`src/shared/difeu_pkg.sv`:
```
package difeu_pkg;

  // ---------------------------------------------------------------
  // register map (byte addresses on the apb bus)
  // ---------------------------------------------------------------
  localparam logic [7:0] OFS_PEND_LO  = 8'h00;
  localparam logic [7:0] OFS_ENA_LO   = 8'h04;
  localparam logic [7:0] OFS_DPEND_LO = 8'h08;
  localparam logic [7:0] OFS_DENA_LO  = 8'h0c;
  localparam logic [7:0] OFS_PEND_HI  = 8'h10;
  localparam logic [7:0] OFS_ENA_HI   = 8'h14;
  localparam logic [7:0] OFS_DPEND_HI = 8'h18;
  localparam logic [7:0] OFS_DENA_HI  = 8'h1c;
  localparam logic [7:0] OFS_STATUS   = 8'h20;

  // ---------------------------------------------------------------
  // field layout and reset values
  // ---------------------------------------------------------------
  localparam logic [15:0] RST_REG16   = 16'h0000;
  localparam logic [15:0] RW_MASK_LO  = 16'hfffc;
  localparam logic [15:0] RW_MASK_HI  = 16'h07ff;
  localparam logic [31:0] SRC_MASK    = 32'h07ff_fefc;
  localparam int          SLOT_WDT    = 11;
  localparam int          SLOT_UART   = 12;
  localparam int          NUM_SLOTS   = 32;
  localparam logic [7:0]  LOC_STEP    = 8'h08;
  localparam int          STAT_VALID  = 31;

  // external request slots: external_request_0, external_request_1, external_request_2, int3, external_request_4
  localparam int EXT_SLOT [5] = '{2, 16, 3, 11, 19};
  localparam logic [3:0] EXT_DETECT = 4'h8;

  // fixed priority per vector slot, independent of location
  localparam logic [4:0] SLOT_PRIO [NUM_SLOTS] = '{
    5'h00, 5'h01, 5'h03, 5'h05, 5'h06, 5'h07, 5'h09, 5'h0a,
    5'h0b, 5'h0d, 5'h0e, 5'h0f, 5'h11, 5'h12, 5'h15, 5'h16,
    5'h04, 5'h08, 5'h0c, 5'h10, 5'h13, 5'h14, 5'h17, 5'h18,
    5'h02, 5'h19, 5'h1a, 5'h1b, 5'h1c, 5'h1d, 5'h1e, 5'h1f};

  // ---------------------------------------------------------------
  // carriers
  // ---------------------------------------------------------------
  typedef struct packed {
    logic       valid;
    logic [4:0] slot;
    logic [7:0] location;
    logic [4:0] priority_num;
  } difeu_vec_s;

  typedef struct packed {
    logic [31:0] pend;
    logic [31:0] ena;
    logic [31:0] dena;
    logic [4:0]  sync1;
    logic [4:0]  sync2;
    logic [19:0] hist;
    logic [31:0] prdata;
    logic        pready;
    logic        pslverr;
    difeu_vec_s  vec;
    logic        ack_n;
  } difeu_state_s;

endpackage

```
`src/core/difeu_top.sv`:
```
// Design decisions made here: the APB register port and the placing of the registers.
`timescale 1ns/1ps
`default_nettype none

module difeu_top (
  input  wire logic                pclk,
  input  wire logic                presetn,
  input  wire logic                psel,
  input  wire logic                penable,
  input  wire logic                pwrite,
  input  wire logic [7:0]          paddr,
  input  wire logic [31:0]         pwdata,
  output logic      [31:0]         prdata,
  output logic                     pready,
  output logic                     pslverr,
  input  wire logic [31:0]         periph_req,
  input  wire logic                external_request_0,
  input  wire logic                external_request_1,
  input  wire logic                external_request_2,
  input  wire logic                external_request_3,
  input  wire logic                external_request_4,
  input  wire logic                watchdog_request,
  input  wire logic                watchdog_routed,
  input  wire logic                uart_request,
  input  wire logic                cpu_halted_rt,
  input  wire logic                soft_reset,
  input  wire logic                vector_fetch,
  input  wire logic [4:0]          vector_fetch_slot,
  output difeu_pkg::difeu_vec_s    irq_vec,
  output logic                     acknowledge_output_n
);
  import difeu_pkg::*;

  // ---------------------------------------------------------------
  // helpers
  // ---------------------------------------------------------------
  function automatic logic addr_mapped(input logic [7:0] a);
    unique case (a)
      OFS_PEND_LO, OFS_ENA_LO, OFS_DPEND_LO, OFS_DENA_LO,
      OFS_PEND_HI, OFS_ENA_HI, OFS_DPEND_HI, OFS_DENA_HI,
      OFS_STATUS: addr_mapped = 1'b1;
      default:    addr_mapped = 1'b0;
    endcase
  endfunction

  // merge a 16-bit software write into one half of a 32-bit set
  function automatic logic [31:0] wr_half(input logic [31:0] cur,
                                          input logic        hi,
                                          input logic [15:0] val);
    logic [31:0] r;
    r = cur;
    if (hi) begin
      r[31:16] = val & RW_MASK_HI;
    end else begin
      r[15:0] = val & RW_MASK_LO;
    end
    wr_half = r;
  endfunction

  difeu_state_s s_r;
  difeu_state_s s_nxt;

  logic [4:0]  ext_in;
  logic [31:0] hw_set;
  logic [31:0] eff_ena;
  logic [31:0] live;
  logic        wr_acc;
  logic        pick_v;
  logic [4:0]  pick_slot;
  logic [4:0]  pick_prio;
  logic [15:0] wval;
  logic [31:0] dpend;

  assign ext_in = {external_request_4, external_request_3,
                   external_request_2, external_request_1,
                   external_request_0};

  always_comb begin
    s_nxt   = s_r;
    hw_set  = '0;
    wval    = pwdata[15:0];
    wr_acc  = psel & penable & s_r.pready & pwrite;

    // ---------------------------------------------------------------
    // external request qualification
    // ---------------------------------------------------------------
    // two flop sync
    s_nxt.sync1 = ext_in;
    s_nxt.sync2 = s_r.sync1;
    for (int i = 0; i < 5; i++) begin
      s_nxt.hist[i*4 +: 4] = {s_r.hist[i*4 +: 3], s_r.sync2[i]};
      if (s_r.hist[i*4 +: 4] == EXT_DETECT) begin
        hw_set[EXT_SLOT[i]] = 1'b1;
      end
    end

    // ---------------------------------------------------------------
    // peripheral sources
    // ---------------------------------------------------------------
    // pending set per source
    hw_set = hw_set | periph_req;
    if (watchdog_request && watchdog_routed) begin
      hw_set[SLOT_WDT] = 1'b1;
    end
    if (uart_request) begin
      hw_set[SLOT_UART] = 1'b1;
    end
    hw_set = hw_set & SRC_MASK;

    // ---------------------------------------------------------------
    // flag register update
    // ---------------------------------------------------------------
    if (wr_acc && paddr == OFS_PEND_LO) begin
      s_nxt.pend = wr_half(s_r.pend, 1'b0, wval);
    end
    if (wr_acc && paddr == OFS_PEND_HI) begin
      s_nxt.pend = wr_half(s_r.pend, 1'b1, wval);
    end
    if (soft_reset) begin
      s_nxt.pend = '0;
    end
    s_nxt.ack_n = 1'b1;
    if (vector_fetch) begin
      s_nxt.pend[vector_fetch_slot] = 1'b0;
      s_nxt.ack_n = 1'b0;
    end
    // an arriving event beats any clear in the same cycle
    s_nxt.pend = s_nxt.pend | hw_set;

    // ---------------------------------------------------------------
    // mask registers
    // ---------------------------------------------------------------
    if (wr_acc && paddr == OFS_ENA_LO) begin
      s_nxt.ena = wr_half(s_r.ena, 1'b0, wval);
    end
    if (wr_acc && paddr == OFS_ENA_HI) begin
      s_nxt.ena = wr_half(s_r.ena, 1'b1, wval);
    end
    if (wr_acc && paddr == OFS_DENA_LO) begin
      s_nxt.dena = wr_half(s_r.dena, 1'b0, wval);
    end
    if (wr_acc && paddr == OFS_DENA_HI) begin
      s_nxt.dena = wr_half(s_r.dena, 1'b1, wval);
    end

    // ---------------------------------------------------------------
    // arbitration
    // ---------------------------------------------------------------
    // effective enable
    eff_ena = cpu_halted_rt ? (s_r.ena & s_r.dena) : s_r.ena;
    live    = s_r.pend & eff_ena & SRC_MASK;
    pick_v    = 1'b0;
    pick_slot = '0;
    pick_prio = '1;
    for (int i = 0; i < NUM_SLOTS; i++) begin
      if (live[i] && (!pick_v || SLOT_PRIO[i] < pick_prio)) begin
        pick_v    = 1'b1;
        pick_slot = 5'(i);
        pick_prio = SLOT_PRIO[i];
      end
    end
    // the fetched slot is dropped at once so it is not offered twice
    if (vector_fetch && pick_slot == vector_fetch_slot) begin
      pick_v = 1'b0;
    end
    s_nxt.vec.valid        = pick_v;
    s_nxt.vec.slot         = pick_slot;
    s_nxt.vec.location     = 8'({pick_slot, 3'b000});
    s_nxt.vec.priority_num = pick_prio;

    // ---------------------------------------------------------------
    // apb slave: no wait state, answer in the first access cycle
    // ---------------------------------------------------------------
    dpend = s_r.pend & s_r.dena;
    s_nxt.pready  = 1'b0;
    s_nxt.pslverr = 1'b0;
    if (psel && !penable) begin
      s_nxt.pready  = 1'b1;
      s_nxt.pslverr = !addr_mapped(paddr);
      s_nxt.prdata  = '0;
      unique case (paddr)
        OFS_PEND_LO:  s_nxt.prdata[15:0] = s_r.pend[15:0];
        OFS_ENA_LO:   s_nxt.prdata[15:0] = s_r.ena[15:0];
        OFS_DPEND_LO: s_nxt.prdata[15:0] = dpend[15:0];
        OFS_DENA_LO:  s_nxt.prdata[15:0] = s_r.dena[15:0];
        OFS_PEND_HI:  s_nxt.prdata[15:0] = s_r.pend[31:16];
        OFS_ENA_HI:   s_nxt.prdata[15:0] = s_r.ena[31:16];
        OFS_DPEND_HI: s_nxt.prdata[15:0] = dpend[31:16];
        OFS_DENA_HI:  s_nxt.prdata[15:0] = s_r.dena[31:16];
        OFS_STATUS: begin
          s_nxt.prdata[STAT_VALID] = s_r.vec.valid;
          s_nxt.prdata[17:0] = {s_r.vec.slot, s_r.vec.location,
                                s_r.vec.priority_num};
        end
        default: s_nxt.prdata = '0;
      endcase
    end
  end

  // ---------------------------------------------------------------
  // state register
  // ---------------------------------------------------------------
  always_ff @(posedge pclk or negedge presetn) begin
    if (!presetn) begin
      s_r       <= '0;
      s_r.pend  <= {RST_REG16, RST_REG16};
      s_r.ena   <= {RST_REG16, RST_REG16};
      s_r.dena  <= {RST_REG16, RST_REG16};
      s_r.ack_n <= 1'b1;
    end else begin
      s_r <= s_nxt;
    end
  end

  assign prdata               = s_r.prdata;
  assign pready               = s_r.pready;
  assign pslverr              = s_r.pslverr;
  assign irq_vec              = s_r.vec;
  assign acknowledge_output_n = s_r.ack_n;

endmodule // difeu_top

`default_nettype wire

```
`config.mk`:
```
export PLATFORM = sky130hd
export DESIGN_NAME = difeu_top
export DESIGN_NICKNAME = d
export VERILOG_FILES = /design/src/shared/difeu_pkg.sv /design/src/core/difeu_top.sv
export SDC_FILE = /design/constraint.sdc
export NUM_CORES = 1
export LEC_CHECK = 0
export BUFFER_PORTS_ARGS = -buffer_cell sky130_fd_sc_hd__buf_4
export CORE_MARGIN = 5
export CORE_UTILIZATION = 50
export CTS_CLUSTER_SIZE = 30
export DETAILED_ROUTE_END_ITERATION = 7
export PLACE_DENSITY = 0.79
export REMOVE_ABC_BUFFERS = 1
export SYNTH_ARGS = -nofsm -noshare
export SYNTH_HDL_FRONTEND = slang
export SYNTH_SLANG_ARGS = --single-unit
```
`constraint.sdc`:
```
create_clock -name pclk -period 2.81 [get_ports pclk]
set_input_delay 0.562 -clock pclk [delete_from_list [all_inputs] [get_ports pclk]]
set_output_delay 0.562 -clock pclk [all_outputs]
set_load 0.01 [all_outputs]
```
==> results.toml, run 1 <==
[outcome]
status = "finished, final reports clean"

[synth]
synth_edf_count = 0
synth_top_cell_area_share_pct = 48.2
netlist_top_cells_area = "dfrtp_1, mux2_2, nor2_1"
ys_top_cells_by_count = "dfrtp_1, nor2_1, buf_4"
avgSynthCellArea_um2 = 10.1
ys_types = 61
synth_ff_type = "dfrtp_1"
syn_area_um2 = 7480
yosysMostFrequentCell = "dfrtp_1"
synth-seq-cells = 145
async_reset_ff_share_pct = 100
yosys.area.top_type = "dfrtp_1"
yosysSeqAreaShare_pct = 48.5
yosysWarnings = 0
syn-instance-count = 744

[timing]
max-slew-margin-rel_pct = 52.0
fmax_mhz = 371
fin_crit_ps = 2700
setup_viol = 0
skew_ps = 7.13
worst_pin_slew_ps = 718
rsz0062_at_grt = "false"
drv_slew = 0
hold_viol_final = 0
period_share_pct = 96.0

[floorplanning]
die_h_um = 132
start_util_pct = 51.3
rows = 44
fp.dieArea_um2 = 17500
die_x_um = 132
core_region_area_um2 = 14600
io_pins = 147

[placement]
place.gp.congestion = 1.00
hpwl_mm = 16.9
portBuffers = 106
placed_area_um2 = 8650

[setup_path]
worst-path-buf-inv = 2
cp_max_fo = 4
cp_data_required_time_ps = 3110
setup.worst_path.class = "register to register"
cp_cell_sequence = "and2_4 -> a222oi_1 -> nor4b_4 -> buf_4 -> buf_4 -> nand2_1 -> a2111o_1 -> a31o_1 -> o31ai_4 -> xnor2_1 -> a31oi_1"
cp_common_cell = "buf_4"
critPathCaptureType = "register"
path_delay_family = "compound AO/OA/AOI/OAI gates"
cp.arrival_ps = 3000
critPathLaunchType = "register"
worstRegToRegCells = 11
slowest_stage = "dfrtp_1"
worst-path-stages = 11
cp_slowest_stage_delay_ps = 400

[cts]
cts_buffers = 17
clockBufferDepth = 2
tritoncts = "built"
cts_root_buf = "clkbuf_16"
clk_latency_ps = 430
htree_levels = 4
clock-sinks = 145
path_clk_slew_ps = 60

[drt]
ant_nets = 0
first_pass_iters = 8
wl_mm = 23.5
drcViolationCount = 0
dr.first_iter.drc_count = 822
via_count = 6678
routed_via_density = 6.25
routedWlPerCell_um = 22.0

[cells_and_area]
postLayoutCellArea_um2 = 9290
syn_to_final_growth_pct = 24.1
drive_above_1_share_pct = 32.6
final_core_util_pct = 63.7
n_antenna_cell = 0
fin_nets = 964

[grt]
grt_pass1_wl_mm = 37.5
groute.usage.overall_pct = 26.9
grt_use_met2_pct = 42.7
grt-ovfl-total = 0
grt_max_degree = 62
antenna_found_initial = 0
grt_pass1_vias = 6820
busiest_layer = "met2"
grt.met1_usage_pct = 36.4
use_met3_pct = 6.37

[worst_hold_path]
hold_class = "primary input to asynchronous set/reset pin"

[pwr]
power_leakage_nw = 4.33
irDropWorstVdd_v = 0.000376
power_density_nw_per_um2 = 533
power_w = 0.00495

[flow_run]
maxCapViolCount = 0
## path summary, 6_finish.rpt
kind	start	end	slack [ps]
max	s_r[125]$_DFFE_PN0P_	irq_vec[18]$_DFF_PN0_	110
min	presetn	s_nxt[75]$_DFF_PN0_	90
max reg2reg	s_r[125]$_DFFE_PN0P_	irq_vec[18]$_DFF_PN0_	110
min reg2reg	s_nxt[58]$_DFF_PN0_	s_nxt[59]$_DFF_PN0_	350
max in group asynchronous	presetn	acknowledge_output_n$_DFF_PN1_	1960
min in group pclk	external_request_4	s_nxt[78]$_DFF_PN0_	230
## through the flow
| step | setup WS [ps] | cells | hold slack, ps | setup TNS [ps] |
|---|---|---|---|---|
| 2_1_floorplan | -723 | 666 | 266 | -38170 |
| 3_5_place_dp | -246 | 1035 | 335 | -518 |
| 4_1_cts | 103 | 1067 | 106 | 0 |
| 3_3_place_gp | -225 | 1035 | 332 | -494 |
| 5_1_grt | 6.59 | 1068 | 132 | 0 |
| 6_report | 112 | 1068 | 86.5 | 0 |
## power breakdown
group	internal [W]	switching, W	total [W]
registers	0.00216	0.0000546	0.00222
logic	0.000176	0.000238	0.000414
clock network	0.00142	0.000903	0.00232
## flip-flops by register name (all words and copies together), names as in the netlist
name and cells:
acknowledge_output_n 1, s_r 87, pready 1, irq_vec 11
pslverr 1, prdata 19, s_nxt 25
## area by class of cell
class	count	area, um^2
clock buffers	19	443
clock inverters	13	163
fillers	1139	5300
inverters	27	101
multi-input cells	494	3310
flip-flops and latches	145	3630
well taps	184	230
repair buffers	186	1410
## cells by family after synthesis
kind of cell | after synthesis | share of synthesized area [%]
buffers and inverters | 120 | 8.66
AO/OA/AOI/OAI | 160 | 17.2
multiplexers | 50 | 7.52
flip-flops | 145 | 48.5
XOR/XNOR | 3 | 0.351
AND/OR/NAND/NOR | 265 | 17.7
other | 1 | 0.0501
## routing by layer
layer	part of all wire (%)	vias to the layer above	wire length, um
li1	-	2942	-
met1	40	3242	9490
met2	47	421	11000
met3	9.9	73	2320
met4	2.7	0	630
met5	0	-	0
## worst reg2reg max path, cell delays in order (launching register included)
cell	delay, ps
dfrtp_1	400
and2_4	170
a222oi_1	400
nor4b_4	390
buf_4	180
buf_4	100
nand2_1	60
a2111o_1	310
a31o_1	240
o31ai_4	80
xnor2_1	160
a31oi_1	90
## cell usage in the layout, fill, tap and decap left out, types with 5 or more instances in the layout
cell         n
a222oi_1    14
nor4b_1      7
nor2b_1     14
a41oi_1     13
or3_1        5
a21oi_1      9
a21o_1       5
nand2_1     48
nand2b_1     9
buf_4      184
nor4_1       8
o21ai_0     19
nor3_1      12
o41ai_1     24
clkbuf_16   17
a22oi_1     10
inv_1       27
conb_1      16
nor2_1     104
and2_1      11
nand3b_1     8
mux2_2      50
and4_1       5
dfrtp_1    144
nand3_1      6
o2111ai_1   27
## repair_timing
item	in CTS	in global routing
endpoints found under the setup margin	0	1
endpoints found under the hold margin	0	0
resized for setup	0	7
buffers inserted	0	1
hold buffers	0	0
Note: power is estimated with default switching activity, not from simulation.
==> inputs of run 2 (changes only) <==
SETUP_SLACK_MARGIN = 0.2   (was default)
==> run 2 against run 1 <==
  * Sequential power about the same
  * Design area up 1.4%
  * Non-clock buffer count up 6
  * Clock-buffer cell count unchanged
  * Critical path type unchanged
==> results.toml, run 2 (synthesis results as in run 1) <==
[floorplanning]
core_region_area_um2 = 14600
die_x_um = 132
start_util_pct = 51.3
fp.dieArea_um2 = 17500
die_h_um = 132
io_pins = 147
rows = 44

[timing]
setup_viol = 0
finalSetupTns_ps = 0
rsz0062_at_grt = "true"
worst_pin_slew_ps = 714
skew_ps = 7.10
max-slew-margin-rel_pct = 52.3
period_share_pct = 94.3
fmax_mhz = 377
drv_slew = 0
fin_crit_ps = 2650
hold_viol_final = 0

[grt]
grt_pass1_vias = 6855
groute.usage.overall_pct = 26.9
grt_max_degree = 62
antenna_found_initial = 0
grt_pass1_wl_mm = 37.6
grt-ovfl-total = 0

[cells_and_area]
n_antenna_cell = 0
fin_nets = 970
num-fill-cells = 1124
top_register = "s_r"
postLayoutCellArea_um2 = 9420
syn_to_final_growth_pct = 25.9
final_cell_mix = "buf_4, dfrtp_1, nor2_1"
largest_register_ff_count = 87
drive_above_1_share_pct = 34.0
final_common_cell = "buf_4"

[drt]
first_pass_iters = 6
drcViolationCount = 0
dr.first_iter.drc_count = 921
ant_nets = 0
via_count = 6683
routed_via_density = 6.22
routedWlPerCell_um = 22.0
wl_mm = 23.6

[setup_path]
cp_common_cell = "buf_4"
cp_slowest_stage_delay_ps = 410
critPathLaunchType = "register"
critPathCaptureType = "register"
cp_max_fo = 4
cp_data_required_time_ps = 3160
setup.worst_path.class = "register to register"
cp_cell_sequence = "nand2b_4 -> a222oi_1 -> nor4b_4 -> buf_4 -> a31oi_4 -> buf_4 -> a21o_1 -> nand3b_1 -> a21oi_1 -> o311a_1 -> a31oi_1"
slowest_stage = "a222oi_1"
cp.arrival_ps = 3000

[pwr]
irDropWorstVdd_v = 0.000382
power_leakage_nw = 4.39
power_density_nw_per_um2 = 526

[placement]
place.gp.congestion = 1.00
placed_area_um2 = 8650
portBuffers = 106
hpwl_mm = 16.9

[cts]
clock-sinks = 145
cts_root_buf = "clkbuf_16"
clockBufferDepth = 2
clk_latency_ps = 430
cts_buffers = 17
htree_levels = 4
path_clk_slew_ps = 60
tritoncts = "built"

[flow_run]
maxCapViolCount = 0

[worst_hold_path]
hold_class = "primary input to asynchronous set/reset pin"

[outcome]
status = "finished, final reports clean"
-- run 2: changes by cell type in the layout (fill, tap and decap cells not counted), sizes merged --
cell | before | now
buf | 186 | 192
-- run 2: path summary, 6_finish.rpt --
kind / from / slack, ps / endpoint / depth (start not counted)
worst max-delay path: s_r[93]$_DFFE_PN0P_ / 160 / irq_vec[18]$_DFF_PN0_ / 11
worst min-delay path: presetn / 80 / s_nxt[75]$_DFF_PN0_ / 1
worst max register to register: s_r[93]$_DFFE_PN0P_ / 160 / irq_vec[18]$_DFF_PN0_ / 11
worst min register to register: s_nxt[58]$_DFF_PN0_ / 350 / s_nxt[59]$_DFF_PN0_ / 0
max in group asynchronous: presetn / 1970 / acknowledge_output_n$_DFF_PN1_ / 2
min in group pclk: external_request_4 / 230 / s_nxt[78]$_DFF_PN0_ / 1
-- run 2: where the power goes --
group          switching [W]  total (W)  internal, W  leakage (nW)
clock network       0.000904    0.00232      0.00142         0.289
registers          0.0000551    0.00222      0.00216          1.83
logic               0.000240   0.000420     0.000180          2.27
-- run 2: through the flow --
stage | cells | utilization (%) | total power [W] | hold WS [ps] | setup slack, ps
floorplan | 666 | - | 0.00237 | 266 | -723
global placement | 1035 | 59.3 | 0.00265 | 332 | -225
detailed placement | 1035 | 59.3 | 0.00266 | 335 | -246
CTS | 1070 | 63.8 | 0.00496 | 106 | 206
global route | 1074 | 64.6 | 0.00511 | 132 | 58.4
finish | 1074 | 64.6 | 0.00496 | 80.3 | 160
-- run 2: what timing repair did --
| action | in CTS | in global routing |
|---|---|---|
| gates cloned | 0 | 0 |
| gates resized for setup | 7 | 16 |
| pin swaps | 7 | 11 |
| endpoints found under the hold margin | 0 | 0 |
| hold buffers | 0 | 0 |
| setup endpoints to repair | 1 | 3 |
| setup buffers | 3 | 4 |
-- run 2: critical path: cells and delay by family (launching register included) --
kind / cells / cell delay, ps
DFF: 1 / 390
buffers and inverters: 2 / 330
and+or+nand+nor: 3 / 620
AOI/OAI and AO/OA: 6 / 1240
-- run 2: final cells by class --
class | count | area, um^2 | share of cell area [%]
Clock buffer | 19 | 443 | 4.70
Clock inverter | 13 | 163 | 1.73
Inverter | 27 | 101 | 1.08
Multi-Input combinational cell | 494 | 3390 | 36.0
Sequential cell | 145 | 3630 | 38.5
Tap cell | 184 | 230 | 2.44
Timing Repair Buffer | 192 | 1470 | 15.5
-- run 2: metal layers --
metal	GRT usage, %	wire, um
met3	7.06	2400
met2	42.8	11100
met1	35.9	9420
met5	0	0
met4	9.05	709
==> inputs of run 3 (changes only) <==
--- a/config.mk
+++ b/config.mk
@@ -8,8 +8,8 @@
 export BUFFER_PORTS_ARGS = -buffer_cell sky130_fd_sc_hd__buf_4
 export CORE_MARGIN = 5
-export CORE_UTILIZATION = 50
+export CORE_UTILIZATION = 56
 export CTS_CLUSTER_SIZE = 30
 export DETAILED_ROUTE_END_ITERATION = 7
-export PLACE_DENSITY = 0.79
+export PLACE_DENSITY = 0.84
 export REMOVE_ABC_BUFFERS = 1
 export SETUP_SLACK_MARGIN = 0.2
==> constraint.sdc (replaced) <==
create_clock -name pclk -period 2.6 [get_ports pclk]
set_input_delay 0.52 -clock pclk [delete_from_list [all_inputs] [get_ports pclk]]
set_output_delay 0.52 -clock pclk [all_outputs]
set_load 0.005 [all_outputs]
==> run 3 against run 2 <==
  * Critical path type unchanged
  * Non-clock buffer count rose by 25
  * Utilization rose by 8.4 points
  * Largest power group is now sequential cells
  * Clock skew fell by 0.89 ps
  * Design area rose by 2.1%
  * The flow now finishes with violations (negative setup slack)
  * Die area fell by 9.9%
  * Total power rose by 5.0%
  * Worst hold slack got worse by 16 ps
==> results.toml, run 3 (synthesis results as in run 1) <==
[grt]
grt-ovfl-total = 0
antenna_found_initial = 0
grt_max_degree = 59
grt_pass1_wl_mm = 40.3
grt_pass1_vias = 7308
groute.usage.overall_pct = 32.9

[cells_and_area]
syn_to_final_growth_pct = 28.6
largest_register_ff_count = 87
final_common_cell = "buf_4"
drive_above_1_share_pct = 36.4
fin_nets = 995
num-fill-cells = 938
final_cell_mix = "buf_4, dfrtp_1, nor2_1"
n_antenna_cell = 0
multi_input_area_um2 = 3410
top_register = "s_r"
regArea_um2 = 3630

[pwr]
power_w = 0.00520
p_seq_share_pct = 45.9
power_leakage_nw = 4.52
power.internal_w = 0.00380
p_clk_share_pct = 45.1
p_comb_share_pct = 9.0
swShare_pct = 26.9
power_density_nw_per_um2 = 541
p_sw_w = 0.00140
irDropWorstVdd_v = 0.000492

[setup_path]
cp_data_required_time_ps = 2910
cp_max_fo = 7
cp.arrival_ps = 3000
critPathCaptureType = "register"
critPathLaunchType = "register"
regToRegSetupSlack_ps = -90
setup.worst_path.class = "register to register"

[flow_run]
maxCapViolCount = 0

[floorplanning]
die_x_um = 126
io_pins = 147
core_region_area_um2 = 13200
fp.dieArea_um2 = 15800
rows = 42
start_util_pct = 56.7
die_h_um = 126

[cts]
path_clk_slew_ps = 60
clock-sinks = 145
cts_root_buf = "clkbuf_16"
htree_levels = 4
clk_latency_ps = 430
cts_buffers = 17
clockBufferDepth = 2
tritoncts = "built"
cts_hold_buf = 0

[timing]
worst_pin_slew_ps = 679
fmax_mhz = 371
period_share_pct = 104
max-slew-margin-rel_pct = 54.6
hold_viol_final = 0
setup_viol = 1
rsz0062_at_grt = "true"
skew_ps = 6.21
drv_slew = 0
final.setup.worst_slack_ps = -93.2
fin_crit_ps = 2690

[drt]
drcViolationCount = 0
dr.first_iter.drc_count = 1012
routed_via_density = 6.54
ant_nets = 0
via_count = 7138
first_pass_iters = 7
wl_mm = 26.3
routedWlPerCell_um = 24.1

[placement]
hpwl_mm = 18.2
pre_cts_slack_ps = -441
portBuffers = 106
place.gp.congestion = 1.05

[outcome]
failed_checks = "negative setup slack"
status = "finished, violations left"

[worst_hold_path]
hold_class = "primary input to asynchronous set/reset pin"
## run 3: cell count changes in the layout (fill, tap and decap cells not counted), sizes merged
cell,previous run,this run
bufinv,3,0
buf,192,217
clkinv,7,5
clkbuf,19,17
clkinvlp,3,2
inv,27,35
## run 3: what timing repair did
action,in CTS,in global routing
endpoints found under the hold margin,0,0
buffers inserted,6,2
endpoints found under the setup margin,10,10
gates resized for setup,21,12
pin swaps,12,6
## run 3: area by class of cell
type | instances | share of cell area [%]
Sequential cell | 145 | 37.7
Multi-Input combinational cell | 494 | 35.4
Timing Repair Buffer | 217 | 17.6
Clock buffer | 17 | 4.42
Tap cell | 176 | 2.29
Clock inverter | 15 | 1.48
Inverter | 27 | 1.05
## run 3: through the flow
step / cells / cell area (um^2) / hold slack [ps] / TNS [ps] / utilization [%]
after floorplan: 666 / 6990 / 224 / -54700 / -
after global placement: 1051 / 8840 / 333 / -1440 / 67.0
after detailed placement: 1051 / 8840 / 335 / -1930 / 67.0
after CTS: 1089 / 9560 / 79.1 / -1.31 / 72.5
after global routing: 1091 / 9620 / 98.0 / -246 / 72.9
final: 1091 / 9620 / 64.5 / -93.2 / 72.9
## run 3: final timing paths
path | depth (start not counted) | startpoint | to
hold / removal | 1 | presetn | s_nxt[75]$_DFF_PN0_
min in group pclk | 1 | external_request_3 | s_nxt[77]$_DFF_PN0_
max in group asynchronous | 2 | presetn | acknowledge_output_n$_DFF_PN1_
setup / recovery | 12 | s_r[125]$_DFFE_PN0P_ | irq_vec[18]$_DFF_PN0_
setup reg to reg | 12 | s_r[125]$_DFFE_PN0P_ | irq_vec[18]$_DFF_PN0_
hold reg to reg | 0 | s_nxt[58]$_DFF_PN0_ | s_nxt[59]$_DFF_PN0_
## run 3: critical path, cell delays in order (launching register included)
cell	delay, ps
dfrtp_1	390
and2_4	170
a222oi_1	360
buf_4	190
nor4b_4	240
buf_4	190
and3_4	230
buf_6	110
nand3b_1	110
a31o_1	230
o31ai_4	70
xnor2_1	170
a31oi_1	110
## run 3: routing by layer
metal | track usage [%] | up-vias | wire length [um] | part of all wire (%)
met5 | 0 | - | 0 | 0
li1 | - | 2997 | - | -
met3 | 11.2 | 142 | 3250 | 12
met4 | 17.0 | 0 | 1330 | 5.0
met2 | 50.7 | 571 | 11900 | 45
met1 | 41.4 | 3428 | 9900 | 38
## run 3: power by group through the flow
| stage | Combinational [W] | Sequential, W | Clock (W) |
|---|---|---|---|
| 6_report | 0.000468 | 0.00239 | 0.00235 |
| 2_1_floorplan | 0.000133 | 0.00242 | 0 |
| 3_3_place_gp | 0.000435 | 0.00242 | 0 |
| 5_1_grt | 0.000499 | 0.00240 | 0.00246 |
| 3_5_place_dp | 0.000448 | 0.00243 | 0 |
| 4_1_cts | 0.000455 | 0.00239 | 0.00235 |
